`src/logic/wake_timer_pkg.sv`:
```
`default_nettype none

// ----------------------------------------------------------------------------
// Wake-up timer constants
// ----------------------------------------------------------------------------
package wake_timer_pkg;

   // Bus and datapath widths
   localparam int unsigned ADDR_W = 32;  // APB address width
   localparam int unsigned DATA_W = 32;  // APB data width
   localparam int unsigned HALF_W = 16;  // Width of each register
   localparam int unsigned CNT_W  = 32;  // Counter width
   localparam int unsigned NUM_CMP = 3;  // Compare channels A, B, C

   // Register byte addresses
   localparam logic [ADDR_W-1:0] OFS_COUNTER_LOW  = 32'h4000_2500;  // Counter bits 15:0, read only
   localparam logic [ADDR_W-1:0] OFS_COUNTER_HIGH = 32'h4000_2504;  // Counter bits 31:16, read only
   localparam logic [ADDR_W-1:0] OFS_CONTROL      = 32'h4000_2508;  // Mode control
   localparam logic [ADDR_W-1:0] OFS_ENABLE       = 32'h4000_250C;  // Timer enable
   localparam logic [ADDR_W-1:0] OFS_CMP_A_LOW    = 32'h4000_2510;  // Compare A bits 15:0
   localparam logic [ADDR_W-1:0] OFS_CMP_A_HIGH   = 32'h4000_2514;  // Compare A bits 31:16
   localparam logic [ADDR_W-1:0] OFS_CMP_B_LOW    = 32'h4000_2518;  // Compare B bits 15:0
   localparam logic [ADDR_W-1:0] OFS_CMP_B_HIGH   = 32'h4000_251C;  // Compare B bits 31:16
   localparam logic [ADDR_W-1:0] OFS_CMP_C_LOW    = 32'h4000_2520;  // Compare C bits 15:0
   localparam logic [ADDR_W-1:0] OFS_CMP_C_HIGH   = 32'h4000_2524;  // Compare C bits 31:16
   localparam logic [ADDR_W-1:0] OFS_IRQ_ENABLE   = 32'h4000_2528;  // Interrupt and compare enables
   localparam logic [ADDR_W-1:0] OFS_IRQ_STATUS   = 32'h4000_252C;  // Sticky flags, read only
   localparam logic [ADDR_W-1:0] OFS_IRQ_CLEAR    = 32'h4000_2530;  // Write one to clear a flag
   localparam logic [ADDR_W-1:0] OFS_IRQ_MASK     = 32'h4000_2534;  // Gates flags onto the irq pin
   localparam logic [ADDR_W-1:0] CMP_STRIDE       = 32'h0000_0008;  // Distance between channels

   // Reset values
   localparam logic [HALF_W-1:0] RST_CMP_A_LOW = 16'h1FFF;  // Compare A low half
   localparam logic [HALF_W-1:0] RST_CMP_B_LOW = 16'h2FFF;  // Compare B low half
   localparam logic [HALF_W-1:0] RST_CMP_C_LOW = 16'h3FFF;  // Compare C low half
   localparam logic [HALF_W-1:0] RST_CMP_HIGH  = 16'h0000;  // All high halves
   localparam logic [3:0]        RST_IRQ_EN    = 4'h0;      // Interrupt enables
   localparam logic [3:0]        RST_IRQ_MASK  = 4'h0;      // Interrupt mask
   localparam logic [CNT_W-1:0]  CNT_ZERO      = 32'h0000_0000;  // Up-count start
   localparam logic [CNT_W-1:0]  CNT_FULL      = 32'hFFFF_FFFF;  // Down-count start

   // Field positions
   localparam int unsigned EN_BIT        = 0;  // Timer enable in enable register
   localparam int unsigned CTRL_DOWN_BIT = 2;  // Count down when set
   localparam int unsigned CTRL_FREE_BIT = 4;  // Free running when set
   localparam int unsigned IRQ_A_BIT     = 0;  // Compare A enable and flag
   localparam int unsigned IRQ_B_BIT     = 1;  // Compare B enable and flag
   localparam int unsigned IRQ_C_BIT     = 2;  // Compare C enable and flag
   localparam int unsigned IRQ_ROLL_BIT  = 3;  // Rollover enable and flag
   localparam int unsigned STA_SYNC_BIT  = 8;  // Enable change still in flight

endpackage

`default_nettype wire

```
`src/logic/wake_timer_compare_irq.sv`:
```
`default_nettype none

module wake_timer_compare_irq (
   input  wire logic                                pclk,         // APB clock, 100 MHz
   input  wire logic                                presetn,      // Async reset, active low
   input  wire logic                                psel,         // APB select
   input  wire logic                                penable,      // APB access phase
   input  wire logic                                pwrite,       // APB direction, high = write
   input  wire logic [wake_timer_pkg::ADDR_W-1:0]   paddr,        // APB byte address
   input  wire logic [wake_timer_pkg::DATA_W-1:0]   pwdata,       // APB write data
   output logic      [wake_timer_pkg::DATA_W-1:0]   prdata,       // APB read data
   output logic                                     pready,       // APB ready
   output logic                                     pslverr,      // APB error, unmapped address
   input  wire logic                                lf_tick_pin,  // 32.768 kHz counting clock pin
   output logic                                     wake_irq      // Level interrupt, active high
);
   import wake_timer_pkg::*;

   // -------------------------------------------------------------------------
   // Declarations
   // -------------------------------------------------------------------------
   logic [HALF_W-1:0]  cmp_lo_ff [NUM_CMP];  // Compare low halves A, B, C
   logic [HALF_W-1:0]  cmp_hi_ff [NUM_CMP];  // Compare high halves A, B, C
   logic [CNT_W-1:0]   cmp_full  [NUM_CMP];  // Joined 32-bit compare values
   logic               enable_ff;            // Software enable bit
   logic               run_ff;               // Enable as seen by the tick domain
   logic               sync_busy_ff;         // Enable change not yet applied
   logic               free_ff;              // Free running mode
   logic               down_ff;              // Count down mode
   logic [3:0]         irq_en_ff;            // Compare and rollover enables
   logic [3:0]         irq_mask_ff;          // Interrupt output mask
   logic [3:0]         irq_sta_ff;           // Sticky event flags
   logic [CNT_W-1:0]   cnt_ff;               // Counter
   logic [CNT_W-1:0]   nxt_cnt;              // Next counter value
   logic [CNT_W-1:0]   start_val;            // Counter value after a restart
   logic [3:0]         event_set;            // Events setting flags this cycle
   logic               tick_meta_ff;         // Synchroniser first stage
   logic               tick_sync_ff;         // Synchroniser second stage
   logic               tick_prev_ff;         // Previous synchronised level
   logic               tick;                 // One pulse per counting clock edge
   logic               wr_en;                // APB write takes effect
   logic               rd_en;                // APB read access
   logic               mapped;               // Address hits a register
   logic               enable_change;        // Write flips the enable bit
   logic               period_end;           // Periodic count reached compare C
   logic               wrap;                 // Free running count wraps

   // -------------------------------------------------------------------------
   // Address decode
   // -------------------------------------------------------------------------
   // Exact word match; used for every register in both write and read paths
   function automatic logic hit(input logic [ADDR_W-1:0] addr, input logic [ADDR_W-1:0] ofs);
      return addr == ofs;
   endfunction

   // Zero wait states: every access completes in its first access cycle
   assign pready  = 1'b1;
   assign wr_en   = psel & penable & pwrite;
   assign rd_en   = psel & penable & ~pwrite;
   assign mapped  = hit(paddr, OFS_COUNTER_LOW) | hit(paddr, OFS_COUNTER_HIGH) | hit(paddr, OFS_CONTROL)
                  | hit(paddr, OFS_ENABLE) | hit(paddr, OFS_CMP_A_LOW) | hit(paddr, OFS_CMP_A_HIGH)
                  | hit(paddr, OFS_CMP_B_LOW) | hit(paddr, OFS_CMP_B_HIGH) | hit(paddr, OFS_CMP_C_LOW)
                  | hit(paddr, OFS_CMP_C_HIGH) | hit(paddr, OFS_IRQ_ENABLE) | hit(paddr, OFS_IRQ_STATUS)
                  | hit(paddr, OFS_IRQ_CLEAR) | hit(paddr, OFS_IRQ_MASK);
   // Unmapped accesses answer with an error and change nothing
   assign pslverr = psel & penable & ~mapped;

   // -------------------------------------------------------------------------
   // Counting clock synchroniser
   // -------------------------------------------------------------------------
   // The pin is asynchronous; only the second stage and its delayed copy are looked at
   always_ff @(posedge pclk or negedge presetn) begin
      if (!presetn) begin
         tick_meta_ff <= 1'b0;
         tick_sync_ff <= 1'b0;
         tick_prev_ff <= 1'b0;
      end else begin
         tick_meta_ff <= lf_tick_pin;
         tick_sync_ff <= tick_meta_ff;
         tick_prev_ff <= tick_sync_ff;
      end
   end

   // Rising edge of the counting clock
   assign tick = tick_sync_ff & ~tick_prev_ff;

   // -------------------------------------------------------------------------
   // Compare registers
   // -------------------------------------------------------------------------
   // Upper 16 bits of write data are dropped; software keeps them zero
   generate
      for (genvar g = 0; g < NUM_CMP; g++) begin : g_cmp
         localparam logic [ADDR_W-1:0] OFS_LO = OFS_CMP_A_LOW + ADDR_W'(g) * CMP_STRIDE;
         localparam logic [ADDR_W-1:0] OFS_HI = OFS_CMP_A_HIGH + ADDR_W'(g) * CMP_STRIDE;
         localparam logic [HALF_W-1:0] RST_LO = (g == 0) ? RST_CMP_A_LOW : (g == 1) ? RST_CMP_B_LOW : RST_CMP_C_LOW;

         // Each half written on its own word
         always_ff @(posedge pclk or negedge presetn) begin
            if (!presetn) begin
               cmp_lo_ff[g] <= RST_LO;
               cmp_hi_ff[g] <= RST_CMP_HIGH;
            end else if (wr_en) begin
               if (hit(paddr, OFS_LO)) begin
                  cmp_lo_ff[g] <= pwdata[HALF_W-1:0];
               end
               if (hit(paddr, OFS_HI)) begin
                  cmp_hi_ff[g] <= pwdata[HALF_W-1:0];
               end
            end
         end

         // High half in the upper bits
         assign cmp_full[g] = {cmp_hi_ff[g], cmp_lo_ff[g]};
      end
   endgenerate

   // -------------------------------------------------------------------------
   // Control, enable, interrupt enable and mask registers
   // -------------------------------------------------------------------------
   // Mode bits are not guarded; changing them while running is software's hazard
   always_ff @(posedge pclk or negedge presetn) begin
      if (!presetn) begin
         free_ff     <= 1'b0;
         down_ff     <= 1'b0;
         enable_ff   <= 1'b0;
         irq_en_ff   <= RST_IRQ_EN;
         irq_mask_ff <= RST_IRQ_MASK;
      end else if (wr_en) begin
         if (hit(paddr, OFS_CONTROL)) begin
            free_ff <= pwdata[CTRL_FREE_BIT];
            down_ff <= pwdata[CTRL_DOWN_BIT];
         end
         if (hit(paddr, OFS_ENABLE)) begin
            enable_ff <= pwdata[EN_BIT];
         end
         if (hit(paddr, OFS_IRQ_ENABLE)) begin
            irq_en_ff <= pwdata[3:0];
         end
         if (hit(paddr, OFS_IRQ_MASK)) begin
            irq_mask_ff <= pwdata[3:0];
         end
      end
   end

   // -------------------------------------------------------------------------
   // Enable hand-over into the counting domain
   // -------------------------------------------------------------------------
   assign enable_change = wr_en & hit(paddr, OFS_ENABLE) & (pwdata[EN_BIT] != enable_ff);

   // Enable reaches the counter only on a counting edge, as in the slow domain
   always_ff @(posedge pclk or negedge presetn) begin
      if (!presetn) begin
         run_ff <= 1'b0;
      end else if (tick) begin
         run_ff <= enable_ff;
      end
   end

   // Busy from the write until the next counting edge; a new change wins
   always_ff @(posedge pclk or negedge presetn) begin
      if (!presetn) begin
         sync_busy_ff <= 1'b0;
      end else if (enable_change) begin
         sync_busy_ff <= 1'b1;
      end else if (tick) begin
         sync_busy_ff <= 1'b0;
      end
   end

   // -------------------------------------------------------------------------
   // Counter
   // -------------------------------------------------------------------------
   // Next value: held at start while disabled, steps once per counting edge
   always_comb begin
      start_val  = down_ff ? CNT_FULL : CNT_ZERO;
      period_end = ~free_ff & (cnt_ff == cmp_full[2]);
      wrap       = free_ff & (cnt_ff == (down_ff ? CNT_ZERO : CNT_FULL));
      nxt_cnt    = cnt_ff;
      if (!run_ff) begin
         nxt_cnt = start_val;
      end else if (tick) begin
         if (period_end) begin
            nxt_cnt = start_val;
         end else if (down_ff) begin
            nxt_cnt = cnt_ff - 32'h0000_0001;
         end else begin
            nxt_cnt = cnt_ff + 32'h0000_0001;
         end
      end
   end

   // Counter register
   always_ff @(posedge pclk or negedge presetn) begin
      if (!presetn) begin
         cnt_ff <= CNT_ZERO;
      end else begin
         cnt_ff <= nxt_cnt;
      end
   end

   // -------------------------------------------------------------------------
   // Events and sticky flags
   // -------------------------------------------------------------------------
   // A compare only sets its flag while its enable is set, so clearing the enable
   // around a half-written update keeps a stale value from raising a flag
   generate
      for (genvar g = 0; g < NUM_CMP; g++) begin : g_evt
         assign event_set[g] = run_ff & tick & irq_en_ff[g] & (nxt_cnt == cmp_full[g]);
      end
   endgenerate

   // Rollover counts only in free running mode
   assign event_set[IRQ_ROLL_BIT] = run_ff & tick & wrap & irq_en_ff[IRQ_ROLL_BIT];

   // Set beats a clear in the same cycle so no event is lost
   generate
      for (genvar g = 0; g < 4; g++) begin : g_sta
         always_ff @(posedge pclk or negedge presetn) begin
            if (!presetn) begin
               irq_sta_ff[g] <= 1'b0;
            end else if (event_set[g]) begin
               irq_sta_ff[g] <= 1'b1;
            end else if (wr_en & hit(paddr, OFS_IRQ_CLEAR) & pwdata[g]) begin
               irq_sta_ff[g] <= 1'b0;
            end
         end
      end
   endgenerate

   // Level interrupt while any unmasked flag stands
   assign wake_irq = |(irq_sta_ff & irq_mask_ff);

   // -------------------------------------------------------------------------
   // Read path
   // -------------------------------------------------------------------------
   // Reserved and write-only locations read as zero
   always_comb begin
      prdata = '0;
      if (rd_en) begin
         if (hit(paddr, OFS_COUNTER_LOW)) begin
            prdata[HALF_W-1:0] = cnt_ff[HALF_W-1:0];
         end else if (hit(paddr, OFS_COUNTER_HIGH)) begin
            prdata[HALF_W-1:0] = cnt_ff[CNT_W-1:HALF_W];
         end else if (hit(paddr, OFS_CONTROL)) begin
            prdata[CTRL_FREE_BIT] = free_ff;
            prdata[CTRL_DOWN_BIT] = down_ff;
         end else if (hit(paddr, OFS_ENABLE)) begin
            prdata[EN_BIT] = enable_ff;
         end else if (hit(paddr, OFS_CMP_A_LOW)) begin
            prdata[HALF_W-1:0] = cmp_lo_ff[0];
         end else if (hit(paddr, OFS_CMP_A_HIGH)) begin
            prdata[HALF_W-1:0] = cmp_hi_ff[0];
         end else if (hit(paddr, OFS_CMP_B_LOW)) begin
            prdata[HALF_W-1:0] = cmp_lo_ff[1];
         end else if (hit(paddr, OFS_CMP_B_HIGH)) begin
            prdata[HALF_W-1:0] = cmp_hi_ff[1];
         end else if (hit(paddr, OFS_CMP_C_LOW)) begin
            prdata[HALF_W-1:0] = cmp_lo_ff[2];
         end else if (hit(paddr, OFS_CMP_C_HIGH)) begin
            prdata[HALF_W-1:0] = cmp_hi_ff[2];
         end else if (hit(paddr, OFS_IRQ_ENABLE)) begin
            prdata[3:0] = irq_en_ff;
         end else if (hit(paddr, OFS_IRQ_STATUS)) begin
            prdata[3:0]          = irq_sta_ff;
            prdata[STA_SYNC_BIT] = sync_busy_ff;
         end else if (hit(paddr, OFS_IRQ_MASK)) begin
            prdata[3:0] = irq_mask_ff;
         end
      end
   end

   // -------------------------------------------------------------------------
   // Assertions
   // -------------------------------------------------------------------------
   // Held disabled over two cycles, the counter sits at its start value
   property p_disabled_holds;
      @(posedge pclk) disable iff (!presetn)
      (!run_ff ##1 !run_ff) |-> (cnt_ff == ($past(down_ff) ? CNT_FULL : CNT_ZERO));
   endproperty
   a_disabled_holds: assert property (p_disabled_holds) else $error("counter not at start while disabled");

   // Out of reset the compare halves carry their documented values
   property p_cmp_reset;
      @(posedge pclk) disable iff (!presetn)
      $rose(presetn) |-> (cmp_full[0] == 32'h0000_1FFF) && (cmp_full[1] == 32'h0000_2FFF)
                         && (cmp_full[2] == 32'h0000_3FFF);
   endproperty
   a_cmp_reset: assert property (p_cmp_reset) else $error("compare reset value wrong");

   // Periodic up count at compare C restarts from zero on the counting edge
   property p_period_restart;
      @(posedge pclk) disable iff (!presetn)
      (run_ff && tick && !free_ff && !down_ff && cnt_ff == cmp_full[2]) |=> (cnt_ff == CNT_ZERO);
   endproperty
   a_period_restart: assert property (p_period_restart) else $error("periodic count did not restart");

   // No compare flag rises unless its enable and a counting edge stood
   property p_flag_needs_enable;
      @(posedge pclk) disable iff (!presetn)
      (irq_sta_ff[2:0] & ~$past(irq_sta_ff[2:0]) & ~($past(irq_en_ff[2:0]) & {3{$past(tick)}})) == 3'h0;
   endproperty
   a_flag_needs_enable: assert property (p_flag_needs_enable) else $error("flag set with enable clear");

   // Rollover flag rises only in free running mode
   property p_roll_free_only;
      @(posedge pclk) disable iff (!presetn)
      $rose(irq_sta_ff[IRQ_ROLL_BIT]) |-> $past(free_ff) && $past(irq_en_ff[IRQ_ROLL_BIT]);
   endproperty
   a_roll_free_only: assert property (p_roll_free_only) else $error("rollover flag outside free mode");

   // Enabled match on C sets its flag at the next edge
   property p_match_sets;
      @(posedge pclk) disable iff (!presetn)
      (run_ff && tick && irq_en_ff[IRQ_C_BIT] && nxt_cnt == cmp_full[2]) |=> irq_sta_ff[IRQ_C_BIT];
   endproperty
   a_match_sets: assert property (p_match_sets) else $error("compare C match lost");

   // No interrupt enable is set right out of reset
   property p_ien_reset;
      @(posedge pclk) disable iff (!presetn)
      $rose(presetn) |-> (irq_en_ff == 4'h0) && !wake_irq;
   endproperty
   a_ien_reset: assert property (p_ien_reset) else $error("interrupt enable not zero after reset");

   // A flip of the enable bit shows busy until a counting edge applies it
   property p_sync_flag;
      @(posedge pclk) disable iff (!presetn)
      (enable_change |=> sync_busy_ff) and (tick && !enable_change |=> !sync_busy_ff && run_ff == $past(enable_ff));
   endproperty
   a_sync_flag: assert property (p_sync_flag) else $error("enable sync flag wrong");

   // A standing compare A flag stays until cleared by a one on the clear register
   property p_flag_sticky;
      @(posedge pclk) disable iff (!presetn)
      (irq_sta_ff[IRQ_A_BIT] && !(wr_en && hit(paddr, OFS_IRQ_CLEAR) && pwdata[IRQ_A_BIT]))
      |=> irq_sta_ff[IRQ_A_BIT];
   endproperty
   a_flag_sticky: assert property (p_flag_sticky) else $error("flag dropped without clear");

   // A compare A flag rise means the whole counter equalled high:low of compare A
   property p_full_match;
      @(posedge pclk) disable iff (!presetn)
      $rose(irq_sta_ff[IRQ_A_BIT]) |-> (cnt_ff == {$past(cmp_hi_ff[0]), $past(cmp_lo_ff[0])});
   endproperty
   a_full_match: assert property (p_full_match) else $error("match not on full compare value");

endmodule

`default_nettype wire

```
`config.mk`:
```
export PLATFORM = sky130hd
export DESIGN_NAME = wake_timer_compare_irq
export DESIGN_NICKNAME = d
export VERILOG_FILES = /design/src/logic/wake_timer_pkg.sv /design/src/logic/wake_timer_compare_irq.sv
export SDC_FILE = /design/constraint.sdc
export NUM_CORES = 1
export LEC_CHECK = 0
export BUFFER_PORTS_ARGS = -buffer_cell sky130_fd_sc_hd__clkbuf_2
export CORE_MARGIN = 2
export CORE_UTILIZATION = 40
export DETAILED_ROUTE_END_ITERATION = 8
export PLACE_DENSITY = 0.61
export RECOVER_POWER = 100
export SLEW_MARGIN = 15
export SYNTH_ARGS = -nofsm -noshare
export SYNTH_HDL_FRONTEND = slang
export SYNTH_SLANG_ARGS = --single-unit
```
`constraint.sdc`:
```
create_clock -name pclk -period 5 [get_ports pclk]
set_clock_uncertainty 0.1 [all_clocks]
set_input_delay 0.25 -clock pclk [delete_from_list [all_inputs] [get_ports pclk]]
set_output_delay 0.25 -clock pclk [all_outputs]
set_load 0.005 [all_outputs]
```
Word-level counts from Yosys, hierarchy flattened --
Cells that the tools add are included. Widths: inputs -> output; s select.
Word-level totals: register bits 148, output and inout bits 35, word-level logic and storage cells 140
Operators by class: add/sub/neg operators 2, eq/ne operators 20, muxes and demuxes 40, bitwise logic cells 41, reduce and logical (&&, ||, !) cells 16
Operator list (count):
- $eq 32x31->1 const B | 14
- $mux 32 | 6
- $eq 32x32->1 | 5
- $mux 16 | 8
- $add 32x1->32 const B | 1
- $sub 32x1->32 const B | 1
- $and 1x1->1 | 23
- $mux 4 | 5
- $reduce_and 2->1 | 10
- $mux 1 | 17
- $mux 15 | 1
- $or 1x1->1 | 13
- $mux 11 | 1
- $reduce_bool 2->1 | 5
- $mux 7 | 1
- $and 4x4->4 | 1
- $not 1->1 | 4
- $reduce_or 4->1 | 1
- $mux 2 | 1
- $ne 1x1->1 | 1

Logic depth before layout (Yosys ltp) --
depth after elaboration 16, depth in mapped cells 16, depth with buffers taken out 12

Least setup slack after synthesis --
OpenSTA, ideal clock, no wires.
kind flip-flop to flip-flop, from register down_ff, to register irq_sta_ff[2], library setup time 76 ps, data arrival time 3787 ps, data required time 4824 ps, slack 1036 ps, cell stages (with the launch flop) 13, cells stage by stage dfrtp_1 ha_1 a21o_1 a221oi_4 o211a_1 o21ai_1 a2bb2oi_1 xnor2_1 a21oi_1 or3b_2 a2111oi_0 nand4_1 o21ai_1
On the way: cells in the longest elaborated chain, start to end 7
Ends and longest elaborated chain:
- start: declaration | line wake_timer_compare_irq.sv:29 | logic down_ff;
- start signal: assignment | line wake_timer_compare_irq.sv:131 | down_ff <= pwdata[CTRL_DOWN_BIT];
- $mux 32, on equally long branches | line wake_timer_compare_irq.sv:184, wake_timer_compare_irq.sv:175
- $mux 32 | line wake_timer_compare_irq.sv:182 | if (period_end) begin
- $mux 32 | line wake_timer_compare_irq.sv:181 | end else if (tick) begin
- $mux 32 * | line wake_timer_compare_irq.sv:179 | if (!run_ff) begin
- $eq 32x32->1 * | line wake_timer_compare_irq.sv:208 | assign event_set[g] = run_ff & tick & irq_en_ff[g] & (nxt_cnt == cmp_full[g]);
- $and 1x1->1 * | line wake_timer_compare_irq.sv:208
- $mux 1 / $reduce_bool 2->1 (equally long branches)
- end signal: indexed assignment | line wake_timer_compare_irq.sv:220 | irq_sta_ff[g] <= 1'b0;
- end signal: indexed assignment | line wake_timer_compare_irq.sv:222 | irq_sta_ff[g] <= 1'b1;
- end signal: indexed assignment | line wake_timer_compare_irq.sv:224 | irq_sta_ff[g] <= 1'b0;
- end: declaration | line wake_timer_compare_irq.sv:32 | logic [3:0] irq_sta_ff;
Every way passes the cells marked *; elsewhere a longest branch is shown, timed or not. A chain may end at the register's enable or synchronous reset.

Worst setup path in the final report --
from register cmp_lo_ff (netlist bit cmp_full[9]), to register irq_sta_ff[2]
On the way: cells in the longest elaborated chain, start to end 8
Ends and longest elaborated chain:
- start: declaration | line wake_timer_compare_irq.sv:22 | logic [HALF_W-1:0] cmp_lo_ff [NUM_CMP];
- start signal: indexed assignment | line wake_timer_compare_irq.sv:104 | cmp_lo_ff[g] <= pwdata[HALF_W-1:0];
- $eq 32x32->1 | line wake_timer_compare_irq.sv:176 | period_end = ~free_ff & (cnt_ff == cmp_full[2]);
- $and 1x1->1 | line wake_timer_compare_irq.sv:176
- $mux 32 | line wake_timer_compare_irq.sv:182
- $mux 32 | line wake_timer_compare_irq.sv:181
- $mux 32 | line wake_timer_compare_irq.sv:179
- $eq 32x32->1 * | line wake_timer_compare_irq.sv:208
- $and 1x1->1 * | line wake_timer_compare_irq.sv:208
- $mux 1 / $reduce_bool 2->1 (equally long branches)
Marked as above.

==> impl_metrics.yaml <==
sta:
  period_share: 0.9580
  setup_viol: 0
  rsz0062_at_grt: "false"
  slew_violations: 88
  slew_headroom: -1.721
  fmax_mhz: 208.8
  worst_pin_slew_ns: 4.082
  final-hold-violation-count: 0
  period_needed_ns: 4.790
  fin_tns_setup_ns: 0
setup_path:
  required_ns: 5.25
  critPathLaunch: "cmp_full[9]$_DFFE_PN1P_"
  arrival_ns: 5.04
  reg2reg_to: "irq_sta_ff[2]$_DFFE_PN0P_"
  r2r_slack_ns: 0.21
  r2r-start: "cmp_full[9]$_DFFE_PN1P_"
  end_kind: "flip-flop"
  worstSetupStartpointType: "flip-flop"
  path_class: "reg -> reg"
  ff2ff_path_depth: 11
  critPathMaxFanout: 14
place:
  place_area_um2: 12890
  gp_congestion: 1.048
  dp_hpwl_mm: 45.89
  port_buffers: 71
run:
  max_cap_violations: 2
clock_network:
  cts_buffer_depth: 2
  cts_tree: "yes"
  cts_buffers: 17
  path_clk_slew_ns: 0.06
  clock_latency_ns: 0.44
  htreeDepth: 4
  cts_setup_buffers: 0
  clkSinkCount: 148
  cts-root-buf: "clkbuf_16"
power:
  pwr-share-comb: 0.040
  internal-power_mw: 1.929
  p_clk_frac: 0.494
  p_total_mw: 2.576
  p_sw_uw: 647.2
  leakage_nw: 5.813
  pwr-share-seq: 0.466
  power_density_nw_per_um2: 192.1
  p_sw_frac: 0.2512
  worst_ir_drop_vdd_v: 0.0002315
global_route:
  grt_pass1_vias: 11689
  grt_start_max_net_pins: 67
  grt_overflow: 0
  grtUsageTotal: 0.3765
  antenna_found_initial: 0
  grt_pass1_wl_mm: 83.81
floorplanning:
  die-area_um2: 31130
  row_count: 63
  die-height_um: 176.4
  core_area_um2: 29480
  start_util: 0.4034
  fp.dieW_um: 176.4
  ios: 105
run_status:
  status: "complete, but fails checks"
  violations: "capacitance limit, slew limit"
logic_synthesis:
  synthFlopType: "dfrtp_1"
  yosysUniqueCellTypes: 96
  netlist_instances: 1357
  synth-seq-cells: 148
  yosysWarnings: 0
  syn_avg_cell_area_um2: 8.764
  async_reset_ff_frac: 1.000
  synth_area_um2: 11890
  yosysSeqAreaShare: 0.3156
  synth_edf_count: 0
routing:
  drt-wirelength-per-cell_um: 31.24
  viasPerCell: 6.742
  firstDrtPassIters: 6
  wl_mm: 58.11
  vias: 12540
  drc: 0
  drt_iter0_drc: 1747
  ant_nets: 0
finish:
  drive_gt1_frac: 0.2197
  areaGrowthSynthToFinish_pct: 12.75
  layout_commonest_cell: "dfrtp_1"
  diodes: 0
  final_cell_mix: "dfrtp_1, nand2_1, nor2_1"
  fin_nets: 1558
  design_area_um2: 13410
hold_path:
  hold-path-endpoint: "cmp_full[24]$_DFFE_PN0P_"
  hold_path_depth: 2
  hp-class: "in -> reg"
  hp-start: "pwdata[8]"
## repair_timing
action	in CTS	in global routing
setup endpoints to repair	0	1
gates resized for setup	0	3
hold endpoints to repair	55	0
hold buffers	4	0
## logic make-up after synthesis
family	after synthesis	share of synthesized area
fa+ha+maj	31	0.03325
simple gates	434	0.1876
other cells	2	0.0006315
buf+inv	138	0.05997
xor+xnor	69	0.05082
compound gates	434	0.2584
flops	148	0.3156
mux	101	0.09374
## layout make-up
class	instances	area [µm²]
repair buffers	156	930.9
multi-input cells	1086	7487
clock buffers	18	439.2
flip-flops and latches	148	3757
well taps	390	488.0
inverters	48	180.2
clock inverters	14	126.4
fillers	2989	16070
## power groups by stage
stage          Sequential [mW]  Clock [mW]  Combinational (mW)
4_1_cts                   1.20        1.29               0.103
3_3_place_gp              1.22           0              0.0990
3_5_place_dp              1.22           0               0.101
5_1_grt                   1.20        1.34               0.114
2_1_floorplan             1.22           0              0.0385
6_report                  1.20        1.27               0.103
## critical path, cell delays in order, from the launching register on
cell,delay (ns)
dfstp_2,0.67
xor2_1,0.16
nor4_1,0.46
and2_0,0.44
nand4_4,0.14
o21ai_2,0.75
o21ai_0,0.38
a221o_2,0.47
a2111oi_1,0.43
buf_4,0.20
nand4_1,0.25
o21ai_1,0.23
## flip-flops by register name, summed over array words and instances, names as in the netlist
register      count
cmp_full         96
cnt_ff           32
down_ff           1
enable_ff         1
free_ff           1
irq_en_ff         4
irq_mask_ff       4
irq_sta_ff        4
run_ff            1
sync_busy_ff      1
tick_meta_ff      1
tick_prev_ff      1
tick_sync_ff      1
## layer usage
layer  track usage  share of wire  vias up
met5             0              0        -
met1        0.5285           0.42     6194
li1              -              -     5343
met4        0.1711          0.051        0
met3       0.07450           0.11      147
met2        0.5580           0.42      856
## through the flow
step | instances | setup WS [ns] | util | hold WS [ns]
6_report | 1860 | 0.2098 | 0.4548 | 0.01752
5_1_grt | 1860 | 0.003173 | 0.4548 | 0.03764
4_1_cts | 1860 | 0.1929 | 0.4579 | 0.009946
3_5_place_dp | 1824 | 0.2851 | 0.4374 | 0.2251
3_3_place_gp | 1824 | 0.4317 | 0.4374 | 0.2077
2_1_floorplan | 1372 | 1.036 | - | -0.1456
## how the worst max path moves through the flow
stage	endpoint	slack, ns	depth (start not counted)
global placement	irq_sta_ff[2]$_DFFE_PN0P_	0.43	12
finish	irq_sta_ff[2]$_DFFE_PN0P_	0.21	11
CTS	irq_sta_ff[2]$_DFFE_PN0P_	0.19	14
detailed placement	irq_sta_ff[2]$_DFFE_PN0P_	0.29	13
global route	irq_sta_ff[2]$_DFFE_PN0P_	0.003	14
floorplan	irq_sta_ff[2]$_DFFE_PN0P_	1.04	12
## cell usage after synthesis, drive strengths merged, types with 10 or more instances
cell type | instances | area, µm²
or2 | 12 | 75.07
or3 | 16 | 100.1
o21a | 15 | 112.6
mux2 | 83 | 934.7
nor2b | 10 | 62.56
inv | 48 | 180.2
clkbuf | 42 | 210.2
o21ai | 102 | 518.0
ha | 30 | 375.4
mux2i | 18 | 180.2
xor2 | 39 | 341.6
a21oi | 75 | 397.9
a31oi | 12 | 75.07
buf | 48 | 322.8
nand2 | 106 | 400.4
nor3 | 39 | 195.2
a22oi | 28 | 210.2
a21o | 17 | 130.1
dfrtp | 108 | 2703
o221ai | 14 | 122.6
and3 | 12 | 82.57
a222oi | 15 | 150.1
nor2 | 102 | 385.4
nand2b | 15 | 93.84
a211oi | 10 | 75.07
nand3 | 26 | 130.1
dfstp | 40 | 1051
o22ai | 12 | 75.07
nand4 | 24 | 165.2
nor4 | 23 | 143.9
and2 | 12 | 77.57
o31ai | 12 | 90.09
o211ai | 14 | 105.1
xnor2 | 30 | 262.8
a2111oi | 11 | 108.9
a221oi | 20 | 198.9
No activity file was read; power rests on OpenSTA's default activity.
